===== src/auto_ais_pkg.sv =====
// Constants, register map and signal groups for the receive path automatic AIS-P insertion block.
//
// Function
// - Unstable C2 plus enable forces AIS-P.
// - UNEQ-P plus enable forces AIS-P.
// - PLM-P plus enable forces AIS-P.
// - Unstable trace plus enable forces AIS-P.
// - TIM-P plus enable forces AIS-P.
// - LOP-P plus enable forces AIS-P.
// - Trigger bits act only with master enable.
// - Enable forwards incoming AIS-P; clear blocks all.
// - Loss of signal gated by enable alone.
// - All 28 E1 paths follow defect duration.
package auto_ais_pkg;

  // Register bus geometry.
  localparam int ADDR_W = 12;
  localparam int DATA_W = 8;
  typedef logic [ADDR_W-1:0] addr_t;
  typedef logic [DATA_W-1:0] data_t;

  // Register offsets.
  localparam addr_t AUTO_PATH_AIS_CONTROL_ADDR = 12'h2BB;
  localparam addr_t DEFECT_STATUS_ADDR = 12'h2BC;
  localparam addr_t ACTIVE_CAUSE_ADDR = 12'h2BD;
  localparam addr_t CAUSE_EVENT_ADDR = 12'h2BE;
  localparam addr_t ONSET_COUNT_ADDR = 12'h2BF;

  // Reset values and counter constants.
  localparam data_t CONTROL_RESET = 8'h00;
  localparam data_t ZERO_BYTE = 8'h00;
  localparam data_t COUNT_MAX = 8'hFF;
  localparam data_t COUNT_ONE = 8'h01;

  // Bit positions shared by the control, status, cause and event registers.
  localparam int BIT_LOS = 7;
  localparam int BIT_C2_UNSTABLE = 6;
  localparam int BIT_UNEQ = 5;
  localparam int BIT_PLM = 4;
  localparam int BIT_TRACE_UNSTABLE = 3;
  localparam int BIT_TIM = 2;
  localparam int BIT_LOP = 1;
  localparam int BIT_ENABLE = 0;
  localparam int BIT_AIS_IN = 0;

  // Writable bits of the control register; the top bit is not implemented.
  localparam data_t CONTROL_WRITE_MASK = 8'h7F;

  // Number of egress E1 framer paths fed with forced AIS-P.
  localparam int E1_PATHS = 28;
  typedef logic [E1_PATHS-1:0] e1_vec_t;
  localparam e1_vec_t E1_ALL = 28'hFFFFFFF;
  localparam e1_vec_t E1_NONE = 28'h0000000;

  // Path defects declared by the receive overhead processor.
  typedef struct packed {
    logic los;
    logic c2_unstable;
    logic uneq;
    logic plm;
    logic trace_unstable;
    logic tim;
    logic lop;
    logic ais;
  } defect_s;

  // Software register access from the control port.
  typedef struct packed {
    addr_t addr;
    data_t wdata;
    logic wr;
    logic rd;
  } reg_req_s;

endpackage


===== src/rx_path_auto_ais_insertion.sv =====
// Receive path automatic AIS-P insertion control with its register port.
module rx_path_auto_ais_insertion (
  input wire logic sys_clk,
  input wire logic rst_n,
  input wire auto_ais_pkg::addr_t addr,
  input wire auto_ais_pkg::data_t wr_data,
  input wire logic wr_en,
  input wire logic rd_en,
  output logic [auto_ais_pkg::DATA_W-1:0] rd_data,
  input wire auto_ais_pkg::defect_s defects,
  output logic [auto_ais_pkg::E1_PATHS-1:0] e1_ais_force,
  output logic ais_active
);
  import auto_ais_pkg::*;

  // Bundled register request.
  reg_req_s req;

  // Software-visible state.
  data_t auto_path_ais_control;
  data_t defect_status;
  data_t active_cause;
  data_t cause_event;
  data_t onset_count;

  // Individual control fields behind the control byte.
  logic ais_enable;
  logic c2_unstable_trigger;
  logic uneq_trigger;
  logic plm_trigger;
  logic trace_unstable_trigger;
  logic tim_trigger;
  logic lop_trigger;

  // Individual sticky event bits behind the event byte.
  logic los_event;
  logic c2_unstable_event;
  logic uneq_event;
  logic plm_event;
  logic trace_unstable_event;
  logic tim_event;
  logic lop_event;
  logic ais_in_event;

  // Decoder result and derived terms.
  data_t next_cause;
  logic next_active;
  logic onset;
  data_t next_rd_data;
  data_t next_count;

  // Strobe decode for the control write, the event write and the onset count read.
  logic wr_control;
  logic wr_event;
  logic rd_count;

  // Address match used by every strobe decode.
  function automatic logic reg_hit(input addr_t a, input addr_t offset);
    reg_hit = (a == offset);
  endfunction

  // Saturating increment for the onset counter.
  function automatic data_t sat_inc(input data_t v);
    if (v == COUNT_MAX) begin
      sat_inc = v;
    end else begin
      sat_inc = v + COUNT_ONE;
    end
  endfunction

  // Next value of one sticky event bit; a cause present in the clearing cycle keeps it set.
  function automatic logic sticky_next(input logic cur, input logic clear, input logic cause);
    sticky_next = (cur & ~clear) | cause;
  endfunction

  // Gather the port signals into one request.
  assign req.addr = addr;
  assign req.wdata = wr_data;
  assign req.wr = wr_en;
  assign req.rd = rd_en;

  // Strobe decodes.
  assign wr_control = req.wr & reg_hit(req.addr, AUTO_PATH_AIS_CONTROL_ADDR);
  assign wr_event = req.wr & reg_hit(req.addr, CAUSE_EVENT_ADDR);
  assign rd_count = req.rd & reg_hit(req.addr, ONSET_COUNT_ADDR);

  // Cause decoding from the live control byte and the declared defects.
  ais_cause_decode u_decode (
    .control(auto_path_ais_control),
    .defects(defects),
    .cause(next_cause)
  );

  // Insertion is wanted while any cause holds.
  assign next_active = |next_cause;

  // An onset is the first cycle of an insertion episode.
  assign onset = next_active & ~ais_active;

  // Master enable; no cause forces AIS-P while it is clear.
  always_ff @(posedge sys_clk or negedge rst_n) begin
    if (!rst_n) begin
      ais_enable <= CONTROL_RESET[BIT_ENABLE];
    end else if (wr_control) begin
      ais_enable <= req.wdata[BIT_ENABLE];
    end
  end

  // Loss-of-pointer trigger, effective only beside the master enable.
  always_ff @(posedge sys_clk or negedge rst_n) begin
    if (!rst_n) begin
      lop_trigger <= CONTROL_RESET[BIT_LOP];
    end else if (wr_control) begin
      lop_trigger <= req.wdata[BIT_LOP];
    end
  end

  // Trace-identifier-mismatch trigger.
  always_ff @(posedge sys_clk or negedge rst_n) begin
    if (!rst_n) begin
      tim_trigger <= CONTROL_RESET[BIT_TIM];
    end else if (wr_control) begin
      tim_trigger <= req.wdata[BIT_TIM];
    end
  end

  // Unstable-trace trigger.
  always_ff @(posedge sys_clk or negedge rst_n) begin
    if (!rst_n) begin
      trace_unstable_trigger <= CONTROL_RESET[BIT_TRACE_UNSTABLE];
    end else if (wr_control) begin
      trace_unstable_trigger <= req.wdata[BIT_TRACE_UNSTABLE];
    end
  end

  // Payload-label-mismatch trigger.
  always_ff @(posedge sys_clk or negedge rst_n) begin
    if (!rst_n) begin
      plm_trigger <= CONTROL_RESET[BIT_PLM];
    end else if (wr_control) begin
      plm_trigger <= req.wdata[BIT_PLM];
    end
  end

  // Unequipped-path trigger.
  always_ff @(posedge sys_clk or negedge rst_n) begin
    if (!rst_n) begin
      uneq_trigger <= CONTROL_RESET[BIT_UNEQ];
    end else if (wr_control) begin
      uneq_trigger <= req.wdata[BIT_UNEQ];
    end
  end

  // Unstable-C2 trigger.
  always_ff @(posedge sys_clk or negedge rst_n) begin
    if (!rst_n) begin
      c2_unstable_trigger <= CONTROL_RESET[BIT_C2_UNSTABLE];
    end else if (wr_control) begin
      c2_unstable_trigger <= req.wdata[BIT_C2_UNSTABLE];
    end
  end

  // Control byte as software and the decoder see it; the unimplemented top bit stays zero.
  always_comb begin
    auto_path_ais_control = ZERO_BYTE;
    auto_path_ais_control[BIT_ENABLE] = ais_enable;
    auto_path_ais_control[BIT_LOP] = lop_trigger;
    auto_path_ais_control[BIT_TIM] = tim_trigger;
    auto_path_ais_control[BIT_TRACE_UNSTABLE] = trace_unstable_trigger;
    auto_path_ais_control[BIT_PLM] = plm_trigger;
    auto_path_ais_control[BIT_UNEQ] = uneq_trigger;
    auto_path_ais_control[BIT_C2_UNSTABLE] = c2_unstable_trigger;
  end

  // Snapshot of the declared defects for software to read.
  always_ff @(posedge sys_clk or negedge rst_n) begin
    if (!rst_n) begin
      defect_status <= ZERO_BYTE;
    end else begin
      defect_status <= defects;
    end
  end

  // Causes currently forcing AIS-P, registered beside the output.
  always_ff @(posedge sys_clk or negedge rst_n) begin
    if (!rst_n) begin
      active_cause <= ZERO_BYTE;
    end else begin
      active_cause <= next_cause;
    end
  end

  // Forced AIS-P toward all egress paths tracks the causes cycle by cycle.
  always_ff @(posedge sys_clk or negedge rst_n) begin
    if (!rst_n) begin
      e1_ais_force <= E1_NONE;
    end else if (next_active) begin
      e1_ais_force <= E1_ALL;
    end else begin
      e1_ais_force <= E1_NONE;
    end
  end

  // Summary flag that insertion is in force.
  always_ff @(posedge sys_clk or negedge rst_n) begin
    if (!rst_n) begin
      ais_active <= 1'b0;
    end else begin
      ais_active <= next_active;
    end
  end

  // Sticky event for loss of signal; write one to clear, a new cause in the same cycle wins.
  always_ff @(posedge sys_clk or negedge rst_n) begin
    if (!rst_n) begin
      los_event <= ZERO_BYTE[BIT_LOS];
    end else begin
      los_event <= sticky_next(los_event, wr_event & req.wdata[BIT_LOS], next_cause[BIT_LOS]);
    end
  end

  // Sticky event for the unstable C2 byte.
  always_ff @(posedge sys_clk or negedge rst_n) begin
    if (!rst_n) begin
      c2_unstable_event <= ZERO_BYTE[BIT_C2_UNSTABLE];
    end else begin
      c2_unstable_event <= sticky_next(c2_unstable_event, wr_event & req.wdata[BIT_C2_UNSTABLE],
        next_cause[BIT_C2_UNSTABLE]);
    end
  end

  // Sticky event for an unequipped path.
  always_ff @(posedge sys_clk or negedge rst_n) begin
    if (!rst_n) begin
      uneq_event <= ZERO_BYTE[BIT_UNEQ];
    end else begin
      uneq_event <= sticky_next(uneq_event, wr_event & req.wdata[BIT_UNEQ], next_cause[BIT_UNEQ]);
    end
  end

  // Sticky event for a payload label mismatch.
  always_ff @(posedge sys_clk or negedge rst_n) begin
    if (!rst_n) begin
      plm_event <= ZERO_BYTE[BIT_PLM];
    end else begin
      plm_event <= sticky_next(plm_event, wr_event & req.wdata[BIT_PLM], next_cause[BIT_PLM]);
    end
  end

  // Sticky event for an unstable trace message.
  always_ff @(posedge sys_clk or negedge rst_n) begin
    if (!rst_n) begin
      trace_unstable_event <= ZERO_BYTE[BIT_TRACE_UNSTABLE];
    end else begin
      trace_unstable_event <= sticky_next(trace_unstable_event, wr_event & req.wdata[BIT_TRACE_UNSTABLE],
        next_cause[BIT_TRACE_UNSTABLE]);
    end
  end

  // Sticky event for a trace identifier mismatch.
  always_ff @(posedge sys_clk or negedge rst_n) begin
    if (!rst_n) begin
      tim_event <= ZERO_BYTE[BIT_TIM];
    end else begin
      tim_event <= sticky_next(tim_event, wr_event & req.wdata[BIT_TIM], next_cause[BIT_TIM]);
    end
  end

  // Sticky event for loss of pointer.
  always_ff @(posedge sys_clk or negedge rst_n) begin
    if (!rst_n) begin
      lop_event <= ZERO_BYTE[BIT_LOP];
    end else begin
      lop_event <= sticky_next(lop_event, wr_event & req.wdata[BIT_LOP], next_cause[BIT_LOP]);
    end
  end

  // Sticky event for incoming AIS-P that was passed on.
  always_ff @(posedge sys_clk or negedge rst_n) begin
    if (!rst_n) begin
      ais_in_event <= ZERO_BYTE[BIT_AIS_IN];
    end else begin
      ais_in_event <= sticky_next(ais_in_event, wr_event & req.wdata[BIT_AIS_IN], next_cause[BIT_AIS_IN]);
    end
  end

  // Event byte as software reads it.
  always_comb begin
    cause_event = ZERO_BYTE;
    cause_event[BIT_LOS] = los_event;
    cause_event[BIT_C2_UNSTABLE] = c2_unstable_event;
    cause_event[BIT_UNEQ] = uneq_event;
    cause_event[BIT_PLM] = plm_event;
    cause_event[BIT_TRACE_UNSTABLE] = trace_unstable_event;
    cause_event[BIT_TIM] = tim_event;
    cause_event[BIT_LOP] = lop_event;
    cause_event[BIT_AIS_IN] = ais_in_event;
  end

  // Onset counter, cleared by reading it; an onset in the read cycle counts as one.
  always_comb begin
    next_count = onset_count;
    if (rd_count) begin
      next_count = ZERO_BYTE;
    end
    if (onset) begin
      next_count = sat_inc(next_count);
    end
  end

  always_ff @(posedge sys_clk or negedge rst_n) begin
    if (!rst_n) begin
      onset_count <= ZERO_BYTE;
    end else begin
      onset_count <= next_count;
    end
  end

  // Read multiplexer; unmapped addresses read as zero.
  always_comb begin
    next_rd_data = ZERO_BYTE;
    if (req.rd) begin
      if (reg_hit(req.addr, AUTO_PATH_AIS_CONTROL_ADDR)) begin
        next_rd_data = auto_path_ais_control & CONTROL_WRITE_MASK;
      end else if (reg_hit(req.addr, DEFECT_STATUS_ADDR)) begin
        next_rd_data = defect_status;
      end else if (reg_hit(req.addr, ACTIVE_CAUSE_ADDR)) begin
        next_rd_data = active_cause;
      end else if (reg_hit(req.addr, CAUSE_EVENT_ADDR)) begin
        next_rd_data = cause_event;
      end else if (reg_hit(req.addr, ONSET_COUNT_ADDR)) begin
        next_rd_data = onset_count;
      end
    end
  end

  // Read data stands for exactly one cycle after the read strobe.
  always_ff @(posedge sys_clk or negedge rst_n) begin
    if (!rst_n) begin
      rd_data <= ZERO_BYTE;
    end else begin
      rd_data <= next_rd_data;
    end
  end

endmodule


===== src/ais_cause_decode.sv =====
// Decoder that turns the control byte and declared defects into the AIS-P cause vector.
module ais_cause_decode (
  input wire auto_ais_pkg::data_t control,
  input wire auto_ais_pkg::defect_s defects,
  output logic [auto_ais_pkg::DATA_W-1:0] cause
);
  import auto_ais_pkg::*;

  logic enable;

  // Master enable gates every cause below.
  assign enable = control[BIT_ENABLE];

  // Each cause bit holds while its defect is declared and its trigger is set; loss of signal and incoming AIS-P need only the enable.
  always_comb begin
    cause = ZERO_BYTE;
    cause[BIT_C2_UNSTABLE] = enable & control[BIT_C2_UNSTABLE] & defects.c2_unstable;
    cause[BIT_UNEQ] = enable & control[BIT_UNEQ] & defects.uneq;
    cause[BIT_PLM] = enable & control[BIT_PLM] & defects.plm;
    cause[BIT_TRACE_UNSTABLE] = enable & control[BIT_TRACE_UNSTABLE] & defects.trace_unstable;
    cause[BIT_TIM] = enable & control[BIT_TIM] & defects.tim;
    cause[BIT_LOP] = enable & control[BIT_LOP] & defects.lop;
    cause[BIT_LOS] = enable & defects.los;
    cause[BIT_AIS_IN] = enable & defects.ais;
  end

endmodule


===== config.mk =====
export PLATFORM = sky130hd
export DESIGN_NAME = rx_path_auto_ais_insertion
export DESIGN_NICKNAME = d
export VERILOG_FILES = /design/src/auto_ais_pkg.sv /design/src/rx_path_auto_ais_insertion.sv /design/src/ais_cause_decode.sv
export SDC_FILE = /design/constraint.sdc
export NUM_CORES = 1
export LEC_CHECK = 0
export ABC_CLOCK_PERIOD_IN_PS = 1950
export BUFFER_PORTS_ARGS = -buffer_cell sky130_fd_sc_hd__buf_2
export CAP_MARGIN = 25
export CORE_ASPECT_RATIO = 0.9
export CORE_MARGIN = 8
export CORE_UTILIZATION = 40
export CTS_BUF_LIST = sky130_fd_sc_hd__clkbuf_4
export CTS_CLUSTER_SIZE = 20
export DETAILED_ROUTE_END_ITERATION = 12
export PLACE_DENSITY = 0.71
export SLEW_MARGIN = 25
export SYNTH_ARGS = -nofsm -noshare
export SYNTH_HDL_FRONTEND = slang
export SYNTH_SLANG_ARGS = --single-unit

===== constraint.sdc =====
create_clock -name sys_clk -period 1.95 [get_ports sys_clk]
set_input_delay 0.585 -clock sys_clk [delete_from_list [all_inputs] [get_ports sys_clk]]
set_output_delay 0.585 -clock sys_clk [all_outputs]
set_load 0.01 [all_outputs]

==> results.txt <==
violation count after the first detailed-routing iteration = 71
CTS clock-pin slew for the worst setup and hold paths = 0.14 ns
Synthesized Nets = 220
Total Nets Final = 271
pin count of the biggest net entering global routing = 31
synthesized flop and latch total = 48
maximum capacitance violations = 0
cell types occupying the most area after synthesis = dfrtp_1, buf_4, mux4_2
worst setup skew after layout = 0.00581 ns
number of clock sinks seen by CTS = 48
number of I/O pins = 69
antenna violations before repair = 0
Synth-to-Final Area Change = 14.1%
final worst path period need = 1.71 ns
final critical-path share of the clock period = 87.8%
post_cts resized = 0
sum of net half-perimeters after detailed placement = 4270 µm
via count of the first global-routing pass = 1,747
drt wl/cell = 17.9 µm
launching instance or port of the critical path = e1_ais_force[26]
Total Routing Usage GR = 13.2%
fraction of synthesis flops using an asynchronous set or reset pin = 100%
Std-Cell Rows = 26
overflow left after global routing = 0
antenna-violating nets left = 0
HP Class = primary input to async pin
post-synth top area share = 51.3%
cell at the root of the clock tree = clkbuf_4
Routed WL = 5550 µm
Synth Warn # = 0
worst slack at placement = -0.0318 ns
count of mapped cells out of synthesis = 188
critical path startpoint category = register
post-synthesis cell type with the largest combined area = dfrtp_1
die width = 96.7 µm
CTS tree = built
Finish-stage setup viols = 0
sequential-to-total area share from yosys stat = 51.3%
drt via density = 5.37
Avg Cell Area, Syn = 12.5 µm²
distinct cell type count after synthesis = 41
clock buffers created by TritonCTS = 5
gpl congestion = 0.764
number of enable flip-flop cells after synthesis = 0
core footprint = 5660 µm²
Syn Std Cell Area = 2340 µm²
run status = completed
global-route wire length before repair = 8950 µm
crit path capture type = output pin
required time at the endpoint of the critical path = 1.36 ns
launching point of the worst reg2reg path = ais_enable
count of input and output buffers = 68
number of buffers on the longest clock path = 2
Antenna diodes = 0
post-CTS setup-driven buffer insertion count = 0
# placed instances = 302
H-tree levels = 2
total die area = 8560 µm²
fraction of final layout cells with drive strength greater than 1 = 46.3%
Cell Count, Final, Fillers Out = 310
final worst setup slack = 0.238 ns
router iterations before antenna repair = 4
number of buffers inserted for hold repair after clock tree synthesis = 0
top achievable clock speed = 584 MHz
synth cell count leaders = dfrtp_1, buf_4, nand2_1
dominant synthesized flop cell = dfrtp_1
largest fanout on the critical path = 30
max_slew headroom = 70.1%
worst vdd rail ir drop = 0.341 mV
post-route DRC violation count = 0
routed via count = 1,666
number of max-slew violations in the final report = 0
starting density of the core = 41.4%
setup repair after global routing missed its margin = no
count of final hold-check violations = 0
clock latency of the later-clocked register in the worst-skew pair = 0.36 ns
pwr dens = 601 nW/µm²
worst path arrival time = 1.13 ns
dominant cell by count in the synthesized netlist = dfrtp_1
die height = 88.6 µm
crit path kind = register to output pin
cell leakage power = 1.47 nW
Worst Max-Slew Pin Slew = 0.448 ns
## final timing paths
check	cells past startpoint	slack, ns	to
worst min-delay path	1	0.14	defect_status[5]
worst max-delay path	2	0.24	e1_ais_force[11]
worst max register to register	4	0.27	onset_count[5]
min in group sys_clk	1	0.33	defect_status[1]
worst min register to register	1	0.49	plm_event
max in group asynchronous	2	1.30	ais_enable
## sequential cells by signal (all words and copies together) (netlist names), 8 cells and up
name           count
defect_status      8
onset_count        8
rd_data            8
active_cause       8
## report_power, final
group | internal (mW) | leakage [nW] | switching (mW)
clock network | 0.139 | 0.0349 | 0.320
logic | 0.0617 | 0.783 | 0.0685
registers | 1.01 | 0.648 | 0.00759
## metrics by stage
stage / cell area (µm²) / hold WS (ns) / TNS, ns / utilization, % / power (mW)
2_1_floorplan: 2340 / 0.289 / 0 / - / 1.09
3_3_place_gp: 2620 / 0.453 / 0 / 46.2 / 1.16
3_5_place_dp: 2620 / 0.461 / -0.153 / 46.2 / 1.17
4_1_cts: 2670 / 0.151 / 0 / 47.2 / 1.63
5_1_grt: 2670 / 0.164 / 0 / 47.2 / 1.67
6_report: 2670 / 0.139 / 0 / 47.2 / 1.61
## worst max-delay path: stages (launching register included)
cell and delay, ns:
dfrtp_1 0.36, buf_4 0.22, buf_2 0.17
## layout make-up
type	instances	area (µm²)
fillers	542	2990
flip-flops and latches	48	1200
multi-input cells	98	850
repair buffers	80	455
well taps	70	87.6
clock buffers	5	37.5
inverters	6	22.5
clock inverters	3	18.8
## kinds of logic after synthesis
| kind of cell | Yosys count | share of synthesized area [%] |
|---|---|---|
| AND/OR/NAND/NOR | 53 | 15.1 |
| multiplexers | 17 | 11.9 |
| flip-flops | 48 | 51.3 |
| buffers and inverters | 42 | 12.4 |
| AO/OA/AOI/OAI | 28 | 9.29 |
## layout by cell type (no fill, tap or decap), types with 3 or more instances in the layout
cell | Yosys | routed
mux4_2 | 8 | 8
buf_2 | 2 | 68
and4_2 | 3 | 3
inv_1 | 6 | 6
and2_1 | 3 | 3
nor2_1 | 4 | 4
nand2_1 | 14 | 14
o2bb2ai_1 | 6 | 6
mux2_2 | 7 | 7
and3_1 | 8 | 8
buf_4 | 31 | 10
a21o_1 | 8 | 8
and4_1 | 3 | 3
dfrtp_1 | 48 | 48
clkbuf_4 | 0 | 5
## per-layer routing
metal  up-vias  track usage, %  routed length [µm]
li1        759               -                   -
met5         -               0                   0
met3        13            4.06                 413
met2        73            20.5                2590
met4         0            5.72                 127
met1       821            16.6                2420
Power figures use the tool's default switching activity.
